`src/inc/float_trap_pkg.sv`:
```
// Shared constants and types for the floating-point control and spill trap block.
package float_trap_pkg;

	// Register bus geometry.
	localparam int AXI_ADDR_W = 4;
	localparam int AXI_DATA_W = 32;

	// Register byte offsets.
	localparam logic [AXI_ADDR_W-1:0] CTRL_OFFSET = 4'h0;
	localparam logic [AXI_ADDR_W-1:0] STATUS_OFFSET = 4'h4;
	localparam logic [AXI_ADDR_W-1:0] SPILL_LO_OFFSET = 4'h8;
	localparam logic [AXI_ADDR_W-1:0] SPILL_HI_OFFSET = 4'hc;

	// Control register command bits, self clearing on write.
	localparam int CTRL_ENTER_BIT = 0;
	localparam int CTRL_LEAVE_BIT = 1;
	localparam int CTRL_ACK_BIT = 2;

	// Status register field positions.
	localparam int ST_TRAP_MODE_BIT = 0;
	localparam int ST_TRAP_TRIG_BIT = 1;
	localparam int ST_TALLY_TWO_BIT = 2;
	localparam int ST_EXT_OVF_BIT = 3;
	localparam int ST_FP_OVF_BIT = 4;
	localparam int ST_DIVIDE_BIT = 5;
	localparam int ST_DPS_LSB = 8;
	localparam int ST_FACT_LSB = 16;

	// Bus response codes.
	localparam logic [1:0] RESP_OKAY = 2'h0;
	localparam logic [1:0] RESP_SLVERR = 2'h2;

	// Characteristic layout: Q and P above eight characteristic bits.
	localparam int CHAR_W = 8;
	localparam int CHAR_P_BIT = 8;
	localparam int CHAR_Q_BIT = 9;
	localparam logic [CHAR_W-1:0] EXP_BIAS = 8'h80;

	// Machine word, bit 0 is the sign at the high end of the vector.
	localparam int WORD_W = 36;
	localparam int LOC_W = 15;
	localparam int SPILL_BIT14 = WORD_W - 1 - 14;
	localparam int SPILL_BIT15 = WORD_W - 1 - 15;
	localparam int SPILL_BIT16 = WORD_W - 1 - 16;
	localparam int SPILL_BIT17 = WORD_W - 1 - 17;
	localparam logic [LOC_W-1:0] LOC_ONE = 15'h0001;
	localparam int DPS_W = 2;
	localparam int FACT_N = 7;

	// Instruction decode delivered by the sequencer.
	typedef struct packed {
		logic float_instr;
		logic single_add_sub;
		logic double_add_sub;
		logic single_multiply;
		logic double_multiply;
		logic single_divide;
		logic double_divide;
		logic normal_instr;
		logic leave_trap_mode_instr;
		logic enter_trap_mode_instr;
	} decode_t;

	// Floating-add control trigger sequence.
	typedef enum logic [2:0] {
		FACT_IDLE,
		FACT_1,
		FACT_2,
		FACT_3,
		FACT_4,
		FACT_5,
		FACT_6,
		FACT_7
	} fact_state_t;

endpackage

```
`src/float_control_spill_trap.sv`:
```
`timescale 1ns/1ps
// Notes on behaviour
// - Block fraction carry into characteristic on float.
// - Suppress forced one at adder P on float.
// - Tally rests one, steps two at divide.
// - Tally returns to one at divide end.
// - Seven control triggers, all off when idle.
// - Trigger 1 aligns, trigger 2 adds.
// - Trigger 3 complements or adds one.
// - Trigger 4 normalizes and adjusts characteristic.
// - Trigger 5 shifts overflow, extension characteristic, ends.
// - Trigger 6 complements extension fraction when needed.
// - Trigger 7 restores corrected extension data.
// - Triggers 1 to 4 skipped on single add early end.
// - Double sync zero enables single gating.
// - Detect overflow and underflow per register.
// - Reset and enter set trap mode; leave clears.
// - Trap only while trap mode set.
// - Write location plus one and code to word zero.
// - Spill code uses bits fourteen to seventeen.
// - Extension characteristic P sets extension overflow.
// - Fetch cycle main P sets trap trigger.
// - Extension overflow also sets trap; trap starts.
// - Bit fourteen divide trigger, bit sixteen main P.
// - Characteristic is exponent biased by two hundred octal.
module float_control_spill_trap
(
	input wire logic CLOCK_I,
	input wire logic NRST_I,
	input wire logic CLK_EN_I,
	input wire float_trap_pkg::decode_t DECODE_I,
	input wire logic FIXED_ONE_REQ_I,
	input wire logic LATE_CYCLE_SEVENTH_PULSE_I,
	input wire logic END_CYCLE_FIRST_PULSE_I,
	input wire logic OP_END_I,
	input wire logic EXEC_DONE_I,
	input wire logic EARLY_END_I,
	input wire logic [7:0] SHIFT_COUNT_I,
	input wire logic SIGNS_UNLIKE_I,
	input wire logic FRACTION_CARRY_I,
	input wire logic PRE_END_OP_I,
	input wire logic FRACTION_NORMALIZED_I,
	input wire logic SR_GT_AC_I,
	input wire logic EXT_SIGNIFICANT_I,
	input wire logic DPS_STEP_I,
	input wire logic EXT_CHAR_STROBE_I,
	input wire logic [9:0] ADDER_CHAR_I,
	input wire logic FETCH_AFTER_FLOAT_I,
	input wire logic [9:0] MAIN_CHAR_I,
	input wire logic [9:0] EXT_CHAR_I,
	input wire logic [14:0] INSTR_LOC_I,
	input wire logic TRAP_ACK_I,
	output logic CARRY_9_TO_8_EN_O,
	output logic FORCE_ONE_9P_O,
	output logic TALLY_TWO_O,
	output logic [6:0] FACT_O,
	output logic FACT3_ADD_ONE_O,
	output logic FRACTION_SHIFT_RIGHT_O,
	output logic OP_DONE_O,
	output logic [1:0] DPS_O,
	output logic SINGLE_GATE_O,
	output logic MAIN_OVERFLOW_O,
	output logic MAIN_UNDERFLOW_O,
	output logic EXT_OVERFLOW_O,
	output logic EXT_UNDERFLOW_O,
	output logic [7:0] MAIN_EXPONENT_O,
	output logic TRAP_MODE_O,
	output logic TRAP_START_O,
	output logic MEM0_WRITE_O,
	output logic [35:0] MEM0_WORD_O,
	input wire logic [3:0] S_AXI_AWADDR_I,
	input wire logic S_AXI_AWVALID_I,
	output logic S_AXI_AWREADY_O,
	input wire logic [31:0] S_AXI_WDATA_I,
	input wire logic [3:0] S_AXI_WSTRB_I,
	input wire logic S_AXI_WVALID_I,
	output logic S_AXI_WREADY_O,
	output logic [1:0] S_AXI_BRESP_O,
	output logic S_AXI_BVALID_O,
	input wire logic S_AXI_BREADY_I,
	input wire logic [3:0] S_AXI_ARADDR_I,
	input wire logic S_AXI_ARVALID_I,
	output logic S_AXI_ARREADY_O,
	output logic [31:0] S_AXI_RDATA_O,
	output logic [1:0] S_AXI_RRESP_O,
	output logic S_AXI_RVALID_O,
	input wire logic S_AXI_RREADY_I
);

	////////////////////////////////////////////////////////////////////////////////
	// Reset release and shared state.

	logic rst_meta_n_reg; // First reset release stage, read only by the second.
	logic rst_n_reg; // Synchronised reset used by all other logic.
	float_trap_pkg::fact_state_t fact_reg; // Current control trigger.
	float_trap_pkg::fact_state_t fact_next; // Next control trigger.
	logic tally_two_reg; // High when the tally counter holds two.
	logic carry_unlike_reg; // Fraction carry seen on an unlike-sign add.
	logic carry_trig_reg; // Fraction carry to be shifted back in trigger 5.
	logic [1:0] dps_reg; // Double-precision sync stage.
	logic trap_mode_reg; // Floating-trap mode trigger.
	logic ext_ovf_reg; // Extension overflow trigger 1.
	logic fp_ovf_reg; // Floating overflow trigger 1.
	logic divide_trig_reg; // Single-precision divide trigger.
	logic main_p_reg; // Main result P seen in the fetch cycle.
	logic trap_trig_reg; // Floating trap trigger.
	logic op_done_reg; // One-cycle pulse at the end of a trigger sequence.
	logic trap_start_reg; // One-cycle pulse when the trap sequence starts.
	logic [35:0] mem0_word_reg; // Word written to location zero.
	logic fetch_p; // Main result P in the fetch cycle.
	logic fetch_trap; // Trap trigger condition in the fetch cycle.
	logic enter_cmd; // Software or instruction entry into trap mode.
	logic leave_cmd; // Software or instruction exit from trap mode.
	logic ack_cmd; // Input or software acknowledge of a finished trap.

	// The reset is asserted at once and released through two flip-flops.
	always_ff @(posedge CLOCK_I or negedge NRST_I)
	begin
		if (!NRST_I)
		begin
			rst_meta_n_reg <= 1'b0;
			rst_n_reg <= 1'b0;
		end
		else
		begin
			rst_meta_n_reg <= 1'b1;
			rst_n_reg <= rst_meta_n_reg;
		end
	end

	////////////////////////////////////////////////////////////////////////////////
	// Adder separation.

	// On any float instruction the fraction carry stops short of the characteristic.
	assign CARRY_9_TO_8_EN_O = ~DECODE_I.float_instr;
	// The forced one at the P position belongs to fixed-point work only.
	assign FORCE_ONE_9P_O = FIXED_ONE_REQ_I & ~DECODE_I.float_instr;

	////////////////////////////////////////////////////////////////////////////////
	// Tally counter.

	// The counter rests at one, steps to two after the first late cycle of a divide.
	always_ff @(posedge CLOCK_I or negedge rst_n_reg)
	begin
		if (!rst_n_reg)
			tally_two_reg <= 1'b0;
		else if (CLK_EN_I)
		begin
			// Ending the divide wins over a step in the same cycle.
			if (END_CYCLE_FIRST_PULSE_I && OP_END_I)
				tally_two_reg <= 1'b0;
			else if (LATE_CYCLE_SEVENTH_PULSE_I && !tally_two_reg &&
				(DECODE_I.single_divide || DECODE_I.double_divide))
				tally_two_reg <= 1'b1;
		end
	end

	assign TALLY_TWO_O = tally_two_reg;

	////////////////////////////////////////////////////////////////////////////////
	// Floating-add control triggers.

	// Chooses the next trigger from the current one and the datapath conditions.
	always_comb
	begin
		fact_next = fact_reg;
		case (fact_reg)
			float_trap_pkg::FACT_IDLE:
			begin
				// The execute cycle decides which trigger starts, if any.
				if (EXEC_DONE_I)
				begin
					if (DECODE_I.single_add_sub && EARLY_END_I)
						fact_next = float_trap_pkg::FACT_5;
					else if ((DECODE_I.single_add_sub || DECODE_I.double_add_sub) && SHIFT_COUNT_I != 8'h00)
						fact_next = float_trap_pkg::FACT_1;
					else if ((DECODE_I.single_add_sub || DECODE_I.double_add_sub || DECODE_I.double_divide)
						&& !EARLY_END_I)
						fact_next = float_trap_pkg::FACT_2;
					else if ((DECODE_I.single_multiply || DECODE_I.double_multiply) && !EARLY_END_I)
						fact_next = float_trap_pkg::FACT_5;
				end
			end
			float_trap_pkg::FACT_1:
			begin
				// Alignment ends once two or fewer places remain to shift.
				if (SHIFT_COUNT_I <= 8'h02)
					fact_next = float_trap_pkg::FACT_2;
			end
			float_trap_pkg::FACT_2:
			begin
				// Unlike signs need a recomplement or end-around one.
				if (SIGNS_UNLIKE_I)
					fact_next = float_trap_pkg::FACT_3;
				else if (DECODE_I.normal_instr && !FRACTION_CARRY_I && !PRE_END_OP_I)
					fact_next = float_trap_pkg::FACT_4;
				else
					fact_next = float_trap_pkg::FACT_5;
			end
			float_trap_pkg::FACT_3:
			begin
				// Normal instructions go on to normalize.
				if (DECODE_I.normal_instr)
					fact_next = float_trap_pkg::FACT_4;
				else
					fact_next = float_trap_pkg::FACT_5;
			end
			float_trap_pkg::FACT_4:
			begin
				// Left shifting stops when the high fraction bit is one.
				if (FRACTION_NORMALIZED_I)
					fact_next = float_trap_pkg::FACT_5;
			end
			float_trap_pkg::FACT_5:
			begin
				// The extension fraction may still need a recomplement.
				if (SIGNS_UNLIKE_I && SR_GT_AC_I && EXT_SIGNIFICANT_I)
					fact_next = float_trap_pkg::FACT_6;
				else
					fact_next = float_trap_pkg::FACT_IDLE;
			end
			float_trap_pkg::FACT_6:
				fact_next = float_trap_pkg::FACT_7;
			float_trap_pkg::FACT_7:
				fact_next = float_trap_pkg::FACT_IDLE;
			default:
				fact_next = float_trap_pkg::FACT_IDLE;
		endcase
	end

	// Holds the active trigger; all triggers are off after reset.
	always_ff @(posedge CLOCK_I or negedge rst_n_reg)
	begin
		if (!rst_n_reg)
			fact_reg <= float_trap_pkg::FACT_IDLE;
		else if (CLK_EN_I)
			fact_reg <= fact_next;
	end

	// Remembers carries from the addition for triggers 3 and 5.
	always_ff @(posedge CLOCK_I or negedge rst_n_reg)
	begin
		if (!rst_n_reg)
		begin
			carry_unlike_reg <= 1'b0;
			carry_trig_reg <= 1'b0;
		end
		else if (CLK_EN_I)
		begin
			if (fact_reg == float_trap_pkg::FACT_2)
			begin
				carry_unlike_reg <= FRACTION_CARRY_I & SIGNS_UNLIKE_I;
				carry_trig_reg <= FRACTION_CARRY_I & ~SIGNS_UNLIKE_I;
			end
			else if (fact_reg == float_trap_pkg::FACT_IDLE)
			begin
				carry_unlike_reg <= 1'b0;
				carry_trig_reg <= 1'b0;
			end
		end
	end

	// Marks the cycle after a trigger sequence has finished.
	always_ff @(posedge CLOCK_I or negedge rst_n_reg)
	begin
		if (!rst_n_reg)
			op_done_reg <= 1'b0;
		else if (CLK_EN_I)
			op_done_reg <= (fact_reg != float_trap_pkg::FACT_IDLE) && (fact_next == float_trap_pkg::FACT_IDLE);
	end

	// One bit per trigger, bit 0 being trigger 1.
	always_comb
	begin
		FACT_O = '0;
		if (fact_reg != float_trap_pkg::FACT_IDLE)
			FACT_O[fact_reg - 3'h1] = 1'b1;
	end

	assign FACT3_ADD_ONE_O = carry_unlike_reg;
	assign FRACTION_SHIFT_RIGHT_O = (fact_reg == float_trap_pkg::FACT_5) & carry_trig_reg;
	assign OP_DONE_O = op_done_reg;

	////////////////////////////////////////////////////////////////////////////////
	// Double-precision sync.

	// Steps through its four stages and returns to zero at operation end.
	always_ff @(posedge CLOCK_I or negedge rst_n_reg)
	begin
		if (!rst_n_reg)
			dps_reg <= '0;
		else if (CLK_EN_I)
		begin
			if (OP_END_I)
				dps_reg <= '0;
			else if (DPS_STEP_I)
				dps_reg <= dps_reg + 2'h1;
		end
	end

	assign DPS_O = dps_reg;
	assign SINGLE_GATE_O = (dps_reg == '0);

	////////////////////////////////////////////////////////////////////////////////
	// Characteristic checks.

	// Q and P above the biased characteristic show the spill and its direction.
	assign MAIN_OVERFLOW_O = MAIN_CHAR_I[float_trap_pkg::CHAR_P_BIT] & ~MAIN_CHAR_I[float_trap_pkg::CHAR_Q_BIT];
	assign MAIN_UNDERFLOW_O = MAIN_CHAR_I[float_trap_pkg::CHAR_P_BIT] & MAIN_CHAR_I[float_trap_pkg::CHAR_Q_BIT];
	assign EXT_OVERFLOW_O = EXT_CHAR_I[float_trap_pkg::CHAR_P_BIT] & ~EXT_CHAR_I[float_trap_pkg::CHAR_Q_BIT];
	assign EXT_UNDERFLOW_O = EXT_CHAR_I[float_trap_pkg::CHAR_P_BIT] & EXT_CHAR_I[float_trap_pkg::CHAR_Q_BIT];
	// The exponent is the characteristic less the bias, in two's complement.
	assign MAIN_EXPONENT_O = MAIN_CHAR_I[float_trap_pkg::CHAR_W-1:0] - float_trap_pkg::EXP_BIAS;

	////////////////////////////////////////////////////////////////////////////////
	// Trap mode and spill triggers.

	logic wr_ctrl; // Accepted write to the control register.
	logic [31:0] wdata_reg; // Held write data.
	logic [3:0] wstrb_reg; // Held write strobes.

	assign enter_cmd = DECODE_I.enter_trap_mode_instr | (wr_ctrl & wstrb_reg[0] & wdata_reg[float_trap_pkg::CTRL_ENTER_BIT]);
	assign leave_cmd = DECODE_I.leave_trap_mode_instr | (wr_ctrl & wstrb_reg[0] & wdata_reg[float_trap_pkg::CTRL_LEAVE_BIT]);
	assign ack_cmd = TRAP_ACK_I | (wr_ctrl & wstrb_reg[0] & wdata_reg[float_trap_pkg::CTRL_ACK_BIT]);

	// Trap mode is on from reset; entry wins if both commands coincide.
	always_ff @(posedge CLOCK_I or negedge rst_n_reg)
	begin
		if (!rst_n_reg)
			trap_mode_reg <= 1'b1;
		else if (CLK_EN_I)
		begin
			if (enter_cmd)
				trap_mode_reg <= 1'b1;
			else if (leave_cmd)
				trap_mode_reg <= 1'b0;
		end
	end

	assign TRAP_MODE_O = trap_mode_reg;
	assign fetch_p = FETCH_AFTER_FLOAT_I & MAIN_CHAR_I[float_trap_pkg::CHAR_P_BIT];
	assign fetch_trap = FETCH_AFTER_FLOAT_I & (MAIN_CHAR_I[float_trap_pkg::CHAR_P_BIT] | ext_ovf_reg);

	// Spill triggers set on their events; a set in the acknowledge cycle wins.
	always_ff @(posedge CLOCK_I or negedge rst_n_reg)
	begin
		if (!rst_n_reg)
		begin
			ext_ovf_reg <= 1'b0;
			fp_ovf_reg <= 1'b0;
			divide_trig_reg <= 1'b0;
			main_p_reg <= 1'b0;
		end
		else if (CLK_EN_I)
		begin
			// Extension characteristic leaving the adder.
			if (EXT_CHAR_STROBE_I && ADDER_CHAR_I[float_trap_pkg::CHAR_P_BIT])
				ext_ovf_reg <= 1'b1;
			else if (ack_cmd || (FETCH_AFTER_FLOAT_I && !trap_mode_reg))
				ext_ovf_reg <= 1'b0;
			// Overflow from either register.
			if ((EXT_CHAR_STROBE_I && ADDER_CHAR_I[float_trap_pkg::CHAR_P_BIT] &&
				!ADDER_CHAR_I[float_trap_pkg::CHAR_Q_BIT]) ||
				(fetch_p && trap_mode_reg && !MAIN_CHAR_I[float_trap_pkg::CHAR_Q_BIT]))
				fp_ovf_reg <= 1'b1;
			else if (ack_cmd || (FETCH_AFTER_FLOAT_I && !trap_mode_reg))
				fp_ovf_reg <= 1'b0;
			// Every single-precision divide sets the divide trigger.
			if (DECODE_I.single_divide)
				divide_trig_reg <= 1'b1;
			else if (ack_cmd || (FETCH_AFTER_FLOAT_I && !trap_mode_reg) || (FETCH_AFTER_FLOAT_I && !fetch_trap))
				divide_trig_reg <= 1'b0;
			// Main result P as seen in the fetch cycle.
			if (fetch_p)
				main_p_reg <= 1'b1;
			else if (ack_cmd)
				main_p_reg <= 1'b0;
		end
	end

	// The trap trigger and the word for location zero, only in trap mode.
	always_ff @(posedge CLOCK_I or negedge rst_n_reg)
	begin
		if (!rst_n_reg)
		begin
			trap_trig_reg <= 1'b0;
			trap_start_reg <= 1'b0;
			mem0_word_reg <= '0;
		end
		else if (CLK_EN_I)
		begin
			trap_start_reg <= 1'b0;
			if (fetch_trap && trap_mode_reg)
			begin
				trap_trig_reg <= 1'b1;
				trap_start_reg <= 1'b1;
				mem0_word_reg <= '0;
				mem0_word_reg[float_trap_pkg::LOC_W-1:0] <= INSTR_LOC_I + float_trap_pkg::LOC_ONE;
				mem0_word_reg[float_trap_pkg::SPILL_BIT14] <= divide_trig_reg | DECODE_I.single_divide;
				mem0_word_reg[float_trap_pkg::SPILL_BIT15] <= fp_ovf_reg |
					(MAIN_CHAR_I[float_trap_pkg::CHAR_P_BIT] & ~MAIN_CHAR_I[float_trap_pkg::CHAR_Q_BIT]);
				mem0_word_reg[float_trap_pkg::SPILL_BIT16] <= MAIN_CHAR_I[float_trap_pkg::CHAR_P_BIT];
				mem0_word_reg[float_trap_pkg::SPILL_BIT17] <= ext_ovf_reg;
			end
			else if (ack_cmd)
				trap_trig_reg <= 1'b0;
		end
	end

	assign TRAP_START_O = trap_start_reg;
	assign MEM0_WRITE_O = trap_start_reg;
	assign MEM0_WORD_O = mem0_word_reg;

	////////////////////////////////////////////////////////////////////////////////
	// Register bus slave.

	logic aw_held_reg; // Write address taken and waiting.
	logic w_held_reg; // Write data taken and waiting.
	logic [3:0] awaddr_reg; // Held write address.
	logic bvalid_reg; // Write response pending.
	logic [1:0] bresp_reg; // Write response code.
	logic rvalid_reg; // Read data pending.
	logic [31:0] rdata_reg; // Read data.
	logic [1:0] rresp_reg; // Read response code.
	logic [31:0] status_word; // Live block state.

	assign S_AXI_AWREADY_O = ~aw_held_reg & ~bvalid_reg;
	assign S_AXI_WREADY_O = ~w_held_reg & ~bvalid_reg;
	assign wr_ctrl = CLK_EN_I & aw_held_reg & w_held_reg & (awaddr_reg == float_trap_pkg::CTRL_OFFSET);

	// Takes address and data in either order and answers once both are held.
	always_ff @(posedge CLOCK_I or negedge rst_n_reg)
	begin
		if (!rst_n_reg)
		begin
			aw_held_reg <= 1'b0;
			w_held_reg <= 1'b0;
			awaddr_reg <= '0;
			wdata_reg <= '0;
			wstrb_reg <= '0;
			bvalid_reg <= 1'b0;
			bresp_reg <= float_trap_pkg::RESP_OKAY;
		end
		else if (CLK_EN_I)
		begin
			if (S_AXI_AWVALID_I && S_AXI_AWREADY_O)
			begin
				aw_held_reg <= 1'b1;
				awaddr_reg <= S_AXI_AWADDR_I;
			end
			if (S_AXI_WVALID_I && S_AXI_WREADY_O)
			begin
				w_held_reg <= 1'b1;
				wdata_reg <= S_AXI_WDATA_I;
				wstrb_reg <= S_AXI_WSTRB_I;
			end
			if (aw_held_reg && w_held_reg)
			begin
				aw_held_reg <= 1'b0;
				w_held_reg <= 1'b0;
				bvalid_reg <= 1'b1;
				// Only the control register is writable.
				bresp_reg <= (awaddr_reg == float_trap_pkg::CTRL_OFFSET) ?
					float_trap_pkg::RESP_OKAY : float_trap_pkg::RESP_SLVERR;
			end
			else if (bvalid_reg && S_AXI_BREADY_I)
				bvalid_reg <= 1'b0;
		end
	end

	// Gathers the block state for software.
	always_comb
	begin
		status_word = '0;
		status_word[float_trap_pkg::ST_TRAP_MODE_BIT] = trap_mode_reg;
		status_word[float_trap_pkg::ST_TRAP_TRIG_BIT] = trap_trig_reg;
		status_word[float_trap_pkg::ST_TALLY_TWO_BIT] = tally_two_reg;
		status_word[float_trap_pkg::ST_EXT_OVF_BIT] = ext_ovf_reg;
		status_word[float_trap_pkg::ST_FP_OVF_BIT] = fp_ovf_reg;
		status_word[float_trap_pkg::ST_DIVIDE_BIT] = divide_trig_reg;
		status_word[float_trap_pkg::ST_DPS_LSB +: float_trap_pkg::DPS_W] = dps_reg;
		status_word[float_trap_pkg::ST_FACT_LSB +: float_trap_pkg::FACT_N] = FACT_O;
	end

	assign S_AXI_ARREADY_O = ~rvalid_reg;

	// Answers a read one cycle after the address is taken.
	always_ff @(posedge CLOCK_I or negedge rst_n_reg)
	begin
		if (!rst_n_reg)
		begin
			rvalid_reg <= 1'b0;
			rdata_reg <= '0;
			rresp_reg <= float_trap_pkg::RESP_OKAY;
		end
		else if (CLK_EN_I)
		begin
			if (S_AXI_ARVALID_I && S_AXI_ARREADY_O)
			begin
				rvalid_reg <= 1'b1;
				rresp_reg <= float_trap_pkg::RESP_OKAY;
				case (S_AXI_ARADDR_I)
					float_trap_pkg::CTRL_OFFSET:
						rdata_reg <= '0;
					float_trap_pkg::STATUS_OFFSET:
						rdata_reg <= status_word;
					float_trap_pkg::SPILL_LO_OFFSET:
						rdata_reg <= mem0_word_reg[31:0];
					float_trap_pkg::SPILL_HI_OFFSET:
						rdata_reg <= {28'h0000000, mem0_word_reg[35:32]};
					default:
					begin
						rdata_reg <= '0;
						rresp_reg <= float_trap_pkg::RESP_SLVERR;
					end
				endcase
			end
			else if (rvalid_reg && S_AXI_RREADY_I)
				rvalid_reg <= 1'b0;
		end
	end

	assign S_AXI_BVALID_O = bvalid_reg;
	assign S_AXI_BRESP_O = bresp_reg;
	assign S_AXI_RVALID_O = rvalid_reg;
	assign S_AXI_RDATA_O = rdata_reg;
	assign S_AXI_RRESP_O = rresp_reg;

endmodule

```
`config.mk`:
```
export PLATFORM = sky130hd
export DESIGN_NAME = float_control_spill_trap
export DESIGN_NICKNAME = d
export VERILOG_FILES = /design/src/inc/float_trap_pkg.sv /design/src/float_control_spill_trap.sv
export SDC_FILE = /design/constraint.sdc
export NUM_CORES = 1
export LEC_CHECK = 0
export BUFFER_PORTS_ARGS = -buffer_cell sky130_fd_sc_hd__buf_2
export CORE_UTILIZATION = 47
export DETAILED_ROUTE_END_ITERATION = 7
export GPL_ROUTABILITY_DRIVEN = 0
export PLACE_DENSITY = 0.95
export SKIP_LAST_GASP = 1
export SYNTH_ARGS = -nofsm -noshare
export SYNTH_HDL_FRONTEND = slang
export SYNTH_SLANG_ARGS = --single-unit
```
`constraint.sdc`:
```
create_clock -name CLOCK_I -period 3.1 [get_ports CLOCK_I]
set_input_delay 0.465 -clock CLOCK_I [delete_from_list [all_inputs] [get_ports CLOCK_I]]
set_output_delay 0.465 -clock CLOCK_I [all_outputs]
set_load 0.005 [all_outputs]
```
==> results_tabular.tex, run 1 <==
\begin{tabular}{lr}
\hline
Metric & Value \\
\hline
\multicolumn{2}{l}{\textbf{Outcome}} \\
Result of the run & complete, no violations \\
\multicolumn{2}{l}{\textbf{Pwr}} \\
Part of the total power dissipated in the clock network & 22.7\% \\
Part of the power in combinational logic & between 30 and 40\% \\
Power density over the cells & 676 nW/um\^{}2 \\
Sw Ratio & roughly 36\% \\
NetSw & between 0.001 and 0.0015 W \\
Internal portion of total power & slightly above 0.002 W \\
Static Leak & 2.52 nW \\
Max rail drop VDD & $\sim$480 uV \\
Proportion of power drawn by flip-flops and latches & 43.0\% \\
\multicolumn{2}{l}{\textbf{Final layout}} \\
Flip-flop count of the largest register after layout & 22 \\
Fraction of final layout cells with drive strength greater than 1 & 36.3\% \\
Area delta synth->final & 22.3\% \\
Post-layout instance count excluding filler cells & 636 \\
Layout Nets & $\sim$670 \\
Area of all placed cells without fillers & 4730 um\^{}2 \\
ANT cells & 0 \\
\multicolumn{2}{l}{\textbf{GRT}} \\
Global route overflow & 0 \\
Overall Global Routing Usage & a little under a quarter \\
Antenna violations before repair & 1 \\
Wire length of the first global-routing pass & around 16 mm \\
Vias in the first global route & around 3.2k \\
Maximum number of pins on one net before global-route repair & 71 \\
\multicolumn{2}{l}{\textbf{Route}} \\
Violation count after the first detailed-routing iteration & between 150 and 200 \\
Total via count after detailed routing & around 3.4k \\
Post-detailed-route via-to-cell ratio & about 5.4 \\
Average wire length per cell after detail routing & between 15 and 20 um \\
Drc violations & 0 \\
Length of the first detailed-routing pass in iterations & 5 \\
ANT nets after route & 0 \\
Total Routed Length & 9.74 mm \\
\multicolumn{2}{l}{\textbf{Floorplanning}} \\
Count of boundary I/O pins & 239 \\
Die area & between 8000 and 9000 um\^{}2 \\
Number of core rows & 32 \\
Vertical die dimension & between 90 and 100 um \\
DIE WIDTH & between 90 and 100 um \\
Starting utilization of the core area & about half \\
Core region area & $\sim$8000 um\^{}2 \\
\multicolumn{2}{l}{\textbf{Critical path}} \\
Worst path most repeated cell & sky130\_fd\_sc\_hd\_\_nor3\_1 \\
Data required time at the worst endpoint & about 2.6 ns \\
Slowest library cell on the worst path & sky130\_fd\_sc\_hd\_\_dfrtp\_1 \\
Depth of the worst register-to-register path & 7 \\
R2R Path Start & fact\_reg[0] \\
Class of the most critical setup path & flip-flop to output pin \\
Largest delay share family, worst path & flip-flops \\
Worst-path cell chain & inv\_1, ha\_1, nor3\_1, a21oi\_1, nor3\_1, buf\_2 \\
Capturing element type of the critical path & output pin \\
Worst EP arrival & 2.18 ns \\
Destination of the worst register-to-register timing path & fact\_reg[1] \\
Flop2flop setup slack & between 0.6 and 0.7 ns \\
Setup crit start kind & flip-flop \\
Buffering stage count on the worst path with inverters included & 2 \\
Crit path max fanout & 10 \\
Longest individual stage delay on the worst path & around 0.50 ns \\
\multicolumn{2}{l}{\textbf{Min path}} \\
Worst Hold End & TALLY\_TWO\_O \\
Number of instances on the worst hold path & 2 \\
Min-delay worst type & input pin to flip-flop \\
Startpoint of the lowest-slack hold path & END\_CYCLE\_FIRST\_PULSE\_I \\
\multicolumn{2}{l}{\textbf{Logic synthesis}} \\
Most used flip-flop cell after synthesis & sky130\_fd\_sc\_hd\_\_dfrtp\_1 \\
Synthesized-area fraction occupied by ao, oa, aoi and oai cells & around 17\% \\
Adder and majority cell fraction of the synthesized area & under 10\% \\
Synthesized area per cell & 10.0 um\^{}2 \\
Cell area after synthesis & just under 4000 um\^{}2 \\
Number of flops mapped to enable cells by yosys & 0 \\
\#FFs+latches synth & between 70 and 80 \\
FFs w/ async S/R, synth & 100\% \\
Area contributors post-synth & sky130\_fd\_sc\_hd\_\_dfrtp\_1 (46\%), sky130\_fd\_sc\_hd\_\_buf\_4 (8.1\%), sky130\_fd\_sc\_hd\_\_nand2\_1 (4.1\%), sky130\_fd\_sc\_hd\_\_o21ai\_0 (3.7\%), sky130\_fd\_sc\_hd\_\_mux2\_2 (3.5\%) \\
Mux share of post-synthesis cell area & around 3.7\% \\
Area leader, netlist & sky130\_fd\_sc\_hd\_\_dfrtp\_1 \\
Synth cell count leaders & sky130\_fd\_sc\_hd\_\_dfrtp\_1 (71), sky130\_fd\_sc\_hd\_\_buf\_4 (42), sky130\_fd\_sc\_hd\_\_nand2\_1 (42) \\
Count of mapped cells out of synthesis & 387 \\
Combinational family with the most area after synthesis & compound AO/OA/AOI/OAI gates \\
Count leader, synth & sky130\_fd\_sc\_hd\_\_dfrtp\_1 \\
Top-area cell type share of the netlist area & a little under half \\
Number of warning messages in the yosys log & 0 \\
Share of synthesized area occupied by flip-flops and latches & a little under half \\
Library cells used by synthesis & 61 \\
Share of the synthesized netlist area taken by xor and xnor gates & 2.94\% \\
Synthesized-area fraction occupied by and/or/nand/nor cells & between 10\% and 20\% \\
\multicolumn{2}{l}{\textbf{Placed design}} \\
HPWL reported at the end of detailed placement & about 7.4 mm \\
Cell Area, Placed & between 4000 and 5000 um\^{}2 \\
Placed instance count & $\sim$620 \\
Number of I/O port buffers & approximately 150 \\
Post-Place Worst Slack & $\sim$0.70 ns \\
\multicolumn{2}{l}{\textbf{STA}} \\
Max-slew violations & 0 \\
Final setup violation count & 0 \\
Final hold viol count & 0 \\
Total negative slack for setup checks & 0 ns \\
Minimum clock period after layout & around 2.6 ns \\
Setup WS post-layout & 0.457 ns \\
Unrepaired setup endpoints after global routing & no \\
Maximum clock frequency & roughly 0.38 GHz \\
Final worst-path cycle share & 85.3\% \\
Slew at the pin closest to its max-slew limit & 1.19 ns \\
Max-Slew Margin vs Limit & 21.0\% \\
Worst setup skew after layout & 0.0122 ns \\
Minimum hold slack & between 0.3 and 0.4 ns \\
\multicolumn{2}{l}{\textbf{Run}} \\
\# Max-Cap Violations & 0 \\
\multicolumn{2}{l}{\textbf{Clock network}} \\
TritonCTS Sinks & slightly above 70 \\
Cell at the root of the clock tree & sky130\_fd\_sc\_hd\_\_clkbuf\_8 \\
H-tree lvl count & 3 \\
TritonCTS clock tree & done \\
Clock slew at the register clock pins of the worst setup and hold paths & about 0.080 ns \\
Later-pin clock latency in the skew report & $\sim$0.34 ns \\
Number of buffers on the longest clock path & 2 \\
Postcts setup bufs & 0 \\
Total clock buffers created by CTS & 9 \\
\hline
\end{tabular}
-- timing repair --
item / 4_1_cts / 5_1_grt
hold buffers: 1 / 0
gates resized for setup: 0 / 0
hold endpoints to repair: 2 / 0
-- power groups by stage --
stage / sequential, W / clock (W) / combinational (W)
after detailed placement: 0.00139 / 0 / 0.00109
after global routing: 0.00141 / 0.000791 / 0.00122
after global placement: 0.00137 / 0 / 0.00104
after floorplan: 0.00135 / 0 / 0.000724
final: 0.00138 / 0.000728 / 0.00110
after CTS: 0.00137 / 0.000755 / 0.00110
-- how the worst max path moves through the flow --
stage,startpoint,to,slack [ns],depth (start not counted)
finish,fact_reg[0],FACT_O[3],0.46,6
global route,fact_reg[0],FACT_O[3],0.29,6
CTS,fact_reg[0],FACT_O[3],0.47,6
detailed placement,CLK_EN_I,S_AXI_RDATA_O[5],0.70,6
global placement,fact_reg[0],fact_reg[1],0.72,7
floorplan,rst_n_reg,DPS_O[0],0.95,0
-- layout make-up --
type / instances / area [um^2]
sequential: 72 / 1800
multi-input combinational: 269 / 1730
inverter: 24 / 90.1
clock inverter: 7 / 71.3
tap: 102 / 128
clock buffer: 9 / 124
fill: 691 / 3110
timing repair buffer: 153 / 783
-- logic make-up after synthesis --
group / after synthesis
mux: 13
compound gates: 90
buf+inv: 74
simple gates: 116
other cells: 2
fa+ha+maj: 7
xor+xnor: 13
flops: 72
-- stage by stage --
step                util, %  power, W
global route           60.3   0.00342
finish                 60.3   0.00320
global placement       57.7   0.00242
detailed placement     57.7   0.00249
floorplan                 -   0.00207
CTS                    60.3   0.00323
-- cell usage in the layout (no fill, tap or decap), types with 5 or more instances in the layout --
cell type,count
sky130_fd_sc_hd__a222oi_1,9
sky130_fd_sc_hd__a21oi_1,6
sky130_fd_sc_hd__xnor2_1,7
sky130_fd_sc_hd__nor2_1,22
sky130_fd_sc_hd__ha_1,7
sky130_fd_sc_hd__dfrtp_1,70
sky130_fd_sc_hd__o21ai_0,29
sky130_fd_sc_hd__a31oi_1,5
sky130_fd_sc_hd__buf_4,5
sky130_fd_sc_hd__xor2_1,6
sky130_fd_sc_hd__and3_1,5
sky130_fd_sc_hd__nor3_1,6
sky130_fd_sc_hd__inv_1,24
sky130_fd_sc_hd__nor2b_1,7
sky130_fd_sc_hd__clkbuf_8,9
sky130_fd_sc_hd__mux2_2,12
sky130_fd_sc_hd__conb_1,30
sky130_fd_sc_hd__nand2_1,42
sky130_fd_sc_hd__a22o_1,10
sky130_fd_sc_hd__nand3_1,9
sky130_fd_sc_hd__buf_2,147
-- per-layer routing --
layer,part of all wire (%),global-route usage [%],vias to the layer above
met3,7.2,5.58,12
met4,1.4,7.95,0
li1,-,-,1589
met5,0,0,-
met2,50,40.0,187
met1,42,29.0,1621
No activity file was read; power rests on OpenSTA's default activity.
==> run 2: changes to the inputs <==
Settings changed: ABC_AREA set to 1, CORE_UTILIZATION 47 to 40, PLACE_DENSITY 0.95 to 0.9.
Clock period 3.1 ns to 2.15 ns, I/O delays scaled along.
==> run 2 against run 1 <==
  * Worst hold slack got worse by 0.22 ns
  * Area after synthesis grew 3.9%
  * Combinational power increased by 65%
  * Clock power grew 69%
  * Critical path depth rose by 2
==> results_tabular.tex, run 2 <==
\begin{tabular}{lr}
\hline
Metric & Value \\
\hline
\multicolumn{2}{l}{\textbf{Logic synthesis}} \\
Most used flip-flop cell after synthesis & sky130\_fd\_sc\_hd\_\_dfrtp\_1 \\
\#FFs+latches synth & 72 \\
Area leader, netlist & sky130\_fd\_sc\_hd\_\_dfrtp\_1 \\
Number of warning messages in the yosys log & 0 \\
Top-area cell type share of the netlist area & 44.2\% \\
Count of mapped cells out of synthesis & 499 \\
Share of synthesized area occupied by flip-flops and latches & approximately 45\% \\
Synth cell count leaders & sky130\_fd\_sc\_hd\_\_nand2\_1 (128), sky130\_fd\_sc\_hd\_\_dfrtp\_1 (71), sky130\_fd\_sc\_hd\_\_inv\_1 (54) \\
FFs w/ async S/R, synth & between 90\% and 100\% \\
Cell area after synthesis & between 4000 and 5000 um\^{}2 \\
Number of flops mapped to enable cells by yosys & 0 \\
Count leader, synth & sky130\_fd\_sc\_hd\_\_nand2\_1 \\
Library cells used by synthesis & 47 \\
Area contributors post-synth & sky130\_fd\_sc\_hd\_\_dfrtp\_1 (44\%), sky130\_fd\_sc\_hd\_\_nand2\_1 (12\%), sky130\_fd\_sc\_hd\_\_buf\_4 (7.1\%), sky130\_fd\_sc\_hd\_\_inv\_1 (5.0\%), sky130\_fd\_sc\_hd\_\_o21ai\_0 (4.5\%) \\
Synthesized area per cell & approximately 8 um\^{}2 \\
\multicolumn{2}{l}{\textbf{STA}} \\
Unrepaired setup endpoints after global routing & yes \\
Minimum hold slack & between 0.09 and 0.1 ns \\
Worst setup skew after layout & 0.0116 ns \\
Final hold viol count & 0 \\
Max-Slew Margin vs Limit & a little over half \\
Maximum clock frequency & roughly 0.5 GHz \\
Minimum clock period after layout & 2.06 ns \\
Max-slew violations & 0 \\
Final setup violation count & 0 \\
Final worst-path cycle share & between 90\% and 100\% \\
Slew at the pin closest to its max-slew limit & roughly 0.71 ns \\
\multicolumn{2}{l}{\textbf{Clock network}} \\
Number of buffers on the longest clock path & 2 \\
TritonCTS clock tree & done \\
Total clock buffers created by CTS & 9 \\
TritonCTS Sinks & 72 \\
Cell at the root of the clock tree & sky130\_fd\_sc\_hd\_\_clkbuf\_8 \\
H-tree lvl count & 3 \\
Later-pin clock latency in the skew report & 0.34 ns \\
Clock slew at the register clock pins of the worst setup and hold paths & approximately 0.080 ns \\
\multicolumn{2}{l}{\textbf{Route}} \\
Violation count after the first detailed-routing iteration & about 200 \\
ANT nets after route & 0 \\
Drc violations & 0 \\
Post-detailed-route via-to-cell ratio & between 4 and 5 \\
Total via count after detailed routing & $\sim$3.8k \\
Length of the first detailed-routing pass in iterations & 5 \\
Average wire length per cell after detail routing & 13.6 um \\
Total Routed Length & 10.7 mm \\
\multicolumn{2}{l}{\textbf{GRT}} \\
Global route overflow & 0 \\
Wire length of the first global-routing pass & around 17 mm \\
Overall Global Routing Usage & between 20\% and 30\% \\
Vias in the first global route & between 3k and 4k \\
Antenna violations before repair & 0 \\
Maximum number of pins on one net before global-route repair & 35 \\
\multicolumn{2}{l}{\textbf{Critical path}} \\
Setup crit start kind & flip-flop \\
Depth of the worst register-to-register path & 12 \\
Crit path max fanout & 8 \\
Critical Path Sink & FACT\_O[1] \\
Worst EP arrival & between 1.5 and 2 ns \\
R2R Path Start & fact\_reg[0] \\
Data required time at the worst endpoint & 1.83 ns \\
Destination of the worst register-to-register timing path & OP\_DONE\_O \\
Flop2flop setup slack & roughly 0.36 ns \\
Capturing element type of the critical path & output pin \\
Class of the most critical setup path & flip-flop to output pin \\
Critical path startpoint & fact\_reg[0] \\
\multicolumn{2}{l}{\textbf{Placed design}} \\
Number of I/O port buffers & roughly 150 \\
HPWL reported at the end of detailed placement & roughly 8.4 mm \\
\multicolumn{2}{l}{\textbf{Outcome}} \\
Result of the run & complete, no violations \\
\multicolumn{2}{l}{\textbf{Floorplanning}} \\
Count of boundary I/O pins & roughly 240 \\
Number of core rows & 36 \\
Die area & 10500 um\^{}2 \\
Vertical die dimension & $\sim$100 um \\
Core region area & about 10000 um\^{}2 \\
DIE WIDTH & roughly 100 um \\
Starting utilization of the core area & between 40\% and 50\% \\
\multicolumn{2}{l}{\textbf{Pwr}} \\
Power density over the cells & around 980 nW/um\^{}2 \\
Static Leak & 2.79 nW \\
Max rail drop VDD & around 500 uV \\
\multicolumn{2}{l}{\textbf{Final layout}} \\
ANT cells & 0 \\
Post-route core utilization & about half \\
Filler cell count in the final layout & around 950 \\
Commonest cells after routing, fill and taps aside & sky130\_fd\_sc\_hd\_\_buf\_2 (147), sky130\_fd\_sc\_hd\_\_nand2\_1 (128), sky130\_fd\_sc\_hd\_\_dfrtp\_1 (68) \\
Area delta synth->final & 25.1\% \\
Fraction of final layout cells with drive strength greater than 1 & between 30\% and 40\% \\
Layout Nets & approximately 790 \\
Flip-flop count of the largest register after layout & 22 \\
Most frequent standard cell in the layout excluding fill and tap cells & sky130\_fd\_sc\_hd\_\_buf\_2 \\
\multicolumn{2}{l}{\textbf{Run}} \\
\# Max-Cap Violations & 0 \\
\multicolumn{2}{l}{\textbf{Min path}} \\
Min-delay worst type & flip-flop to async pin \\
\hline
\end{tabular}
## run 2: cell count changes after synthesis, moves of 8 or more
cell / previous run / this run
sky130_fd_sc_hd__nand3_1: 9 / 17
sky130_fd_sc_hd__nand2_1: 42 / 128
sky130_fd_sc_hd__inv_2: 0 / 9
sky130_fd_sc_hd__mux2_2: 12 / 4
sky130_fd_sc_hd__a222oi_1: 9 / 0
sky130_fd_sc_hd__inv_1: 24 / 54
sky130_fd_sc_hd__o21ai_1: 1 / 9
sky130_fd_sc_hd__nor2_1: 22 / 43
## run 2: cells by family after synthesis
family	synth area share [%]
flops	44.8
other cells	0.187
compound gates	13.3
fa+ha+maj	2.18
xor+xnor	1.09
mux	1.12
simple gates	23.1
buf+inv	14.2
## run 2: critical path, stage by stage, from the launching register on
cell and delay (ns):
sky130_fd_sc_hd__dfrtp_2 0.43, sky130_fd_sc_hd__inv_4 0.10, sky130_fd_sc_hd__ha_1 0.19, sky130_fd_sc_hd__xnor2_2 0.13
sky130_fd_sc_hd__inv_2 0.08, sky130_fd_sc_hd__nor2_1 0.10, sky130_fd_sc_hd__clkinv_1 0.08, sky130_fd_sc_hd__nor2_1 0.15
sky130_fd_sc_hd__buf_2 0.14
## run 2: how the worst min path moves through the flow
stage,startpoint,endpoint,slack [ns],cells after the start
floorplan,NRST_I,rst_meta_n_reg,0.03,0
global placement,rst_n_reg,MEM0_WORD_O[4],0.1,0
detailed placement,rst_n_reg,MEM0_WORD_O[12],0.1,0
CTS,rst_n_reg,MEM0_WORD_O[4],0.10,0
global route,rst_n_reg,MEM0_WORD_O[4],0.11,0
finish,rst_n_reg,MEM0_WORD_O[4],0.1,0
## run 2: cell type report
cell class	count	area, um^2	area share, %
tap	133	166	3.31
clock buffer	12	155	3.08
timing repair buffer	156	818	16.3
clock inverter	4	76.3	1.52
inverter	65	246	4.90
multi-input combinational	344	1760	35.0
sequential	72	1810	35.9
## run 2: power breakdown
part / switching (W) / internal [W] / total [W]
Clock: 0.000509 / 0.000720 / 0.00123
Combinational: 0.00108 / 0.000738 / 0.00182
Sequential: 0.000208 / 0.00167 / 0.00188
Total: 0.00180 / 0.00313 / 0.00493
## run 2: per-stage QoR
stage | setup TNS (ns) | total power, W | instances | worst slack (ns) | cell area (um^2)
after floorplan | 0 | 0.00302 | 527 | 0.529 | 4130
after global placement | 0 | 0.00358 | 767 | 0.293 | 4760
after detailed placement | 0 | 0.00365 | 767 | 0.223 | 4760
after CTS | 0 | 0.00494 | 785 | 0.000527 | 5020
after global routing | -0.0610 | 0.00530 | 786 | -0.0335 | 5030
final | 0 | 0.00493 | 786 | 0.0906 | 5030
## run 2: timing repair
item / in CTS / in global routing
pin swaps: 0 / 0
setup buffers: 1 / 1
endpoints found under the hold margin: 2 / 0
resized for setup: 4 / 2
setup endpoints to repair: 7 / 6
hold buffers: 1 / 0
## run 2: metal layers
metal	vias to the layer above	GRT usage (%)	share of wire, %
li1	1846	-	-
met1	1732	26.0	42
met2	157	36.9	50
met3	22	4.24	5.3
met4	0	7.58	2.1
met5	-	0	0
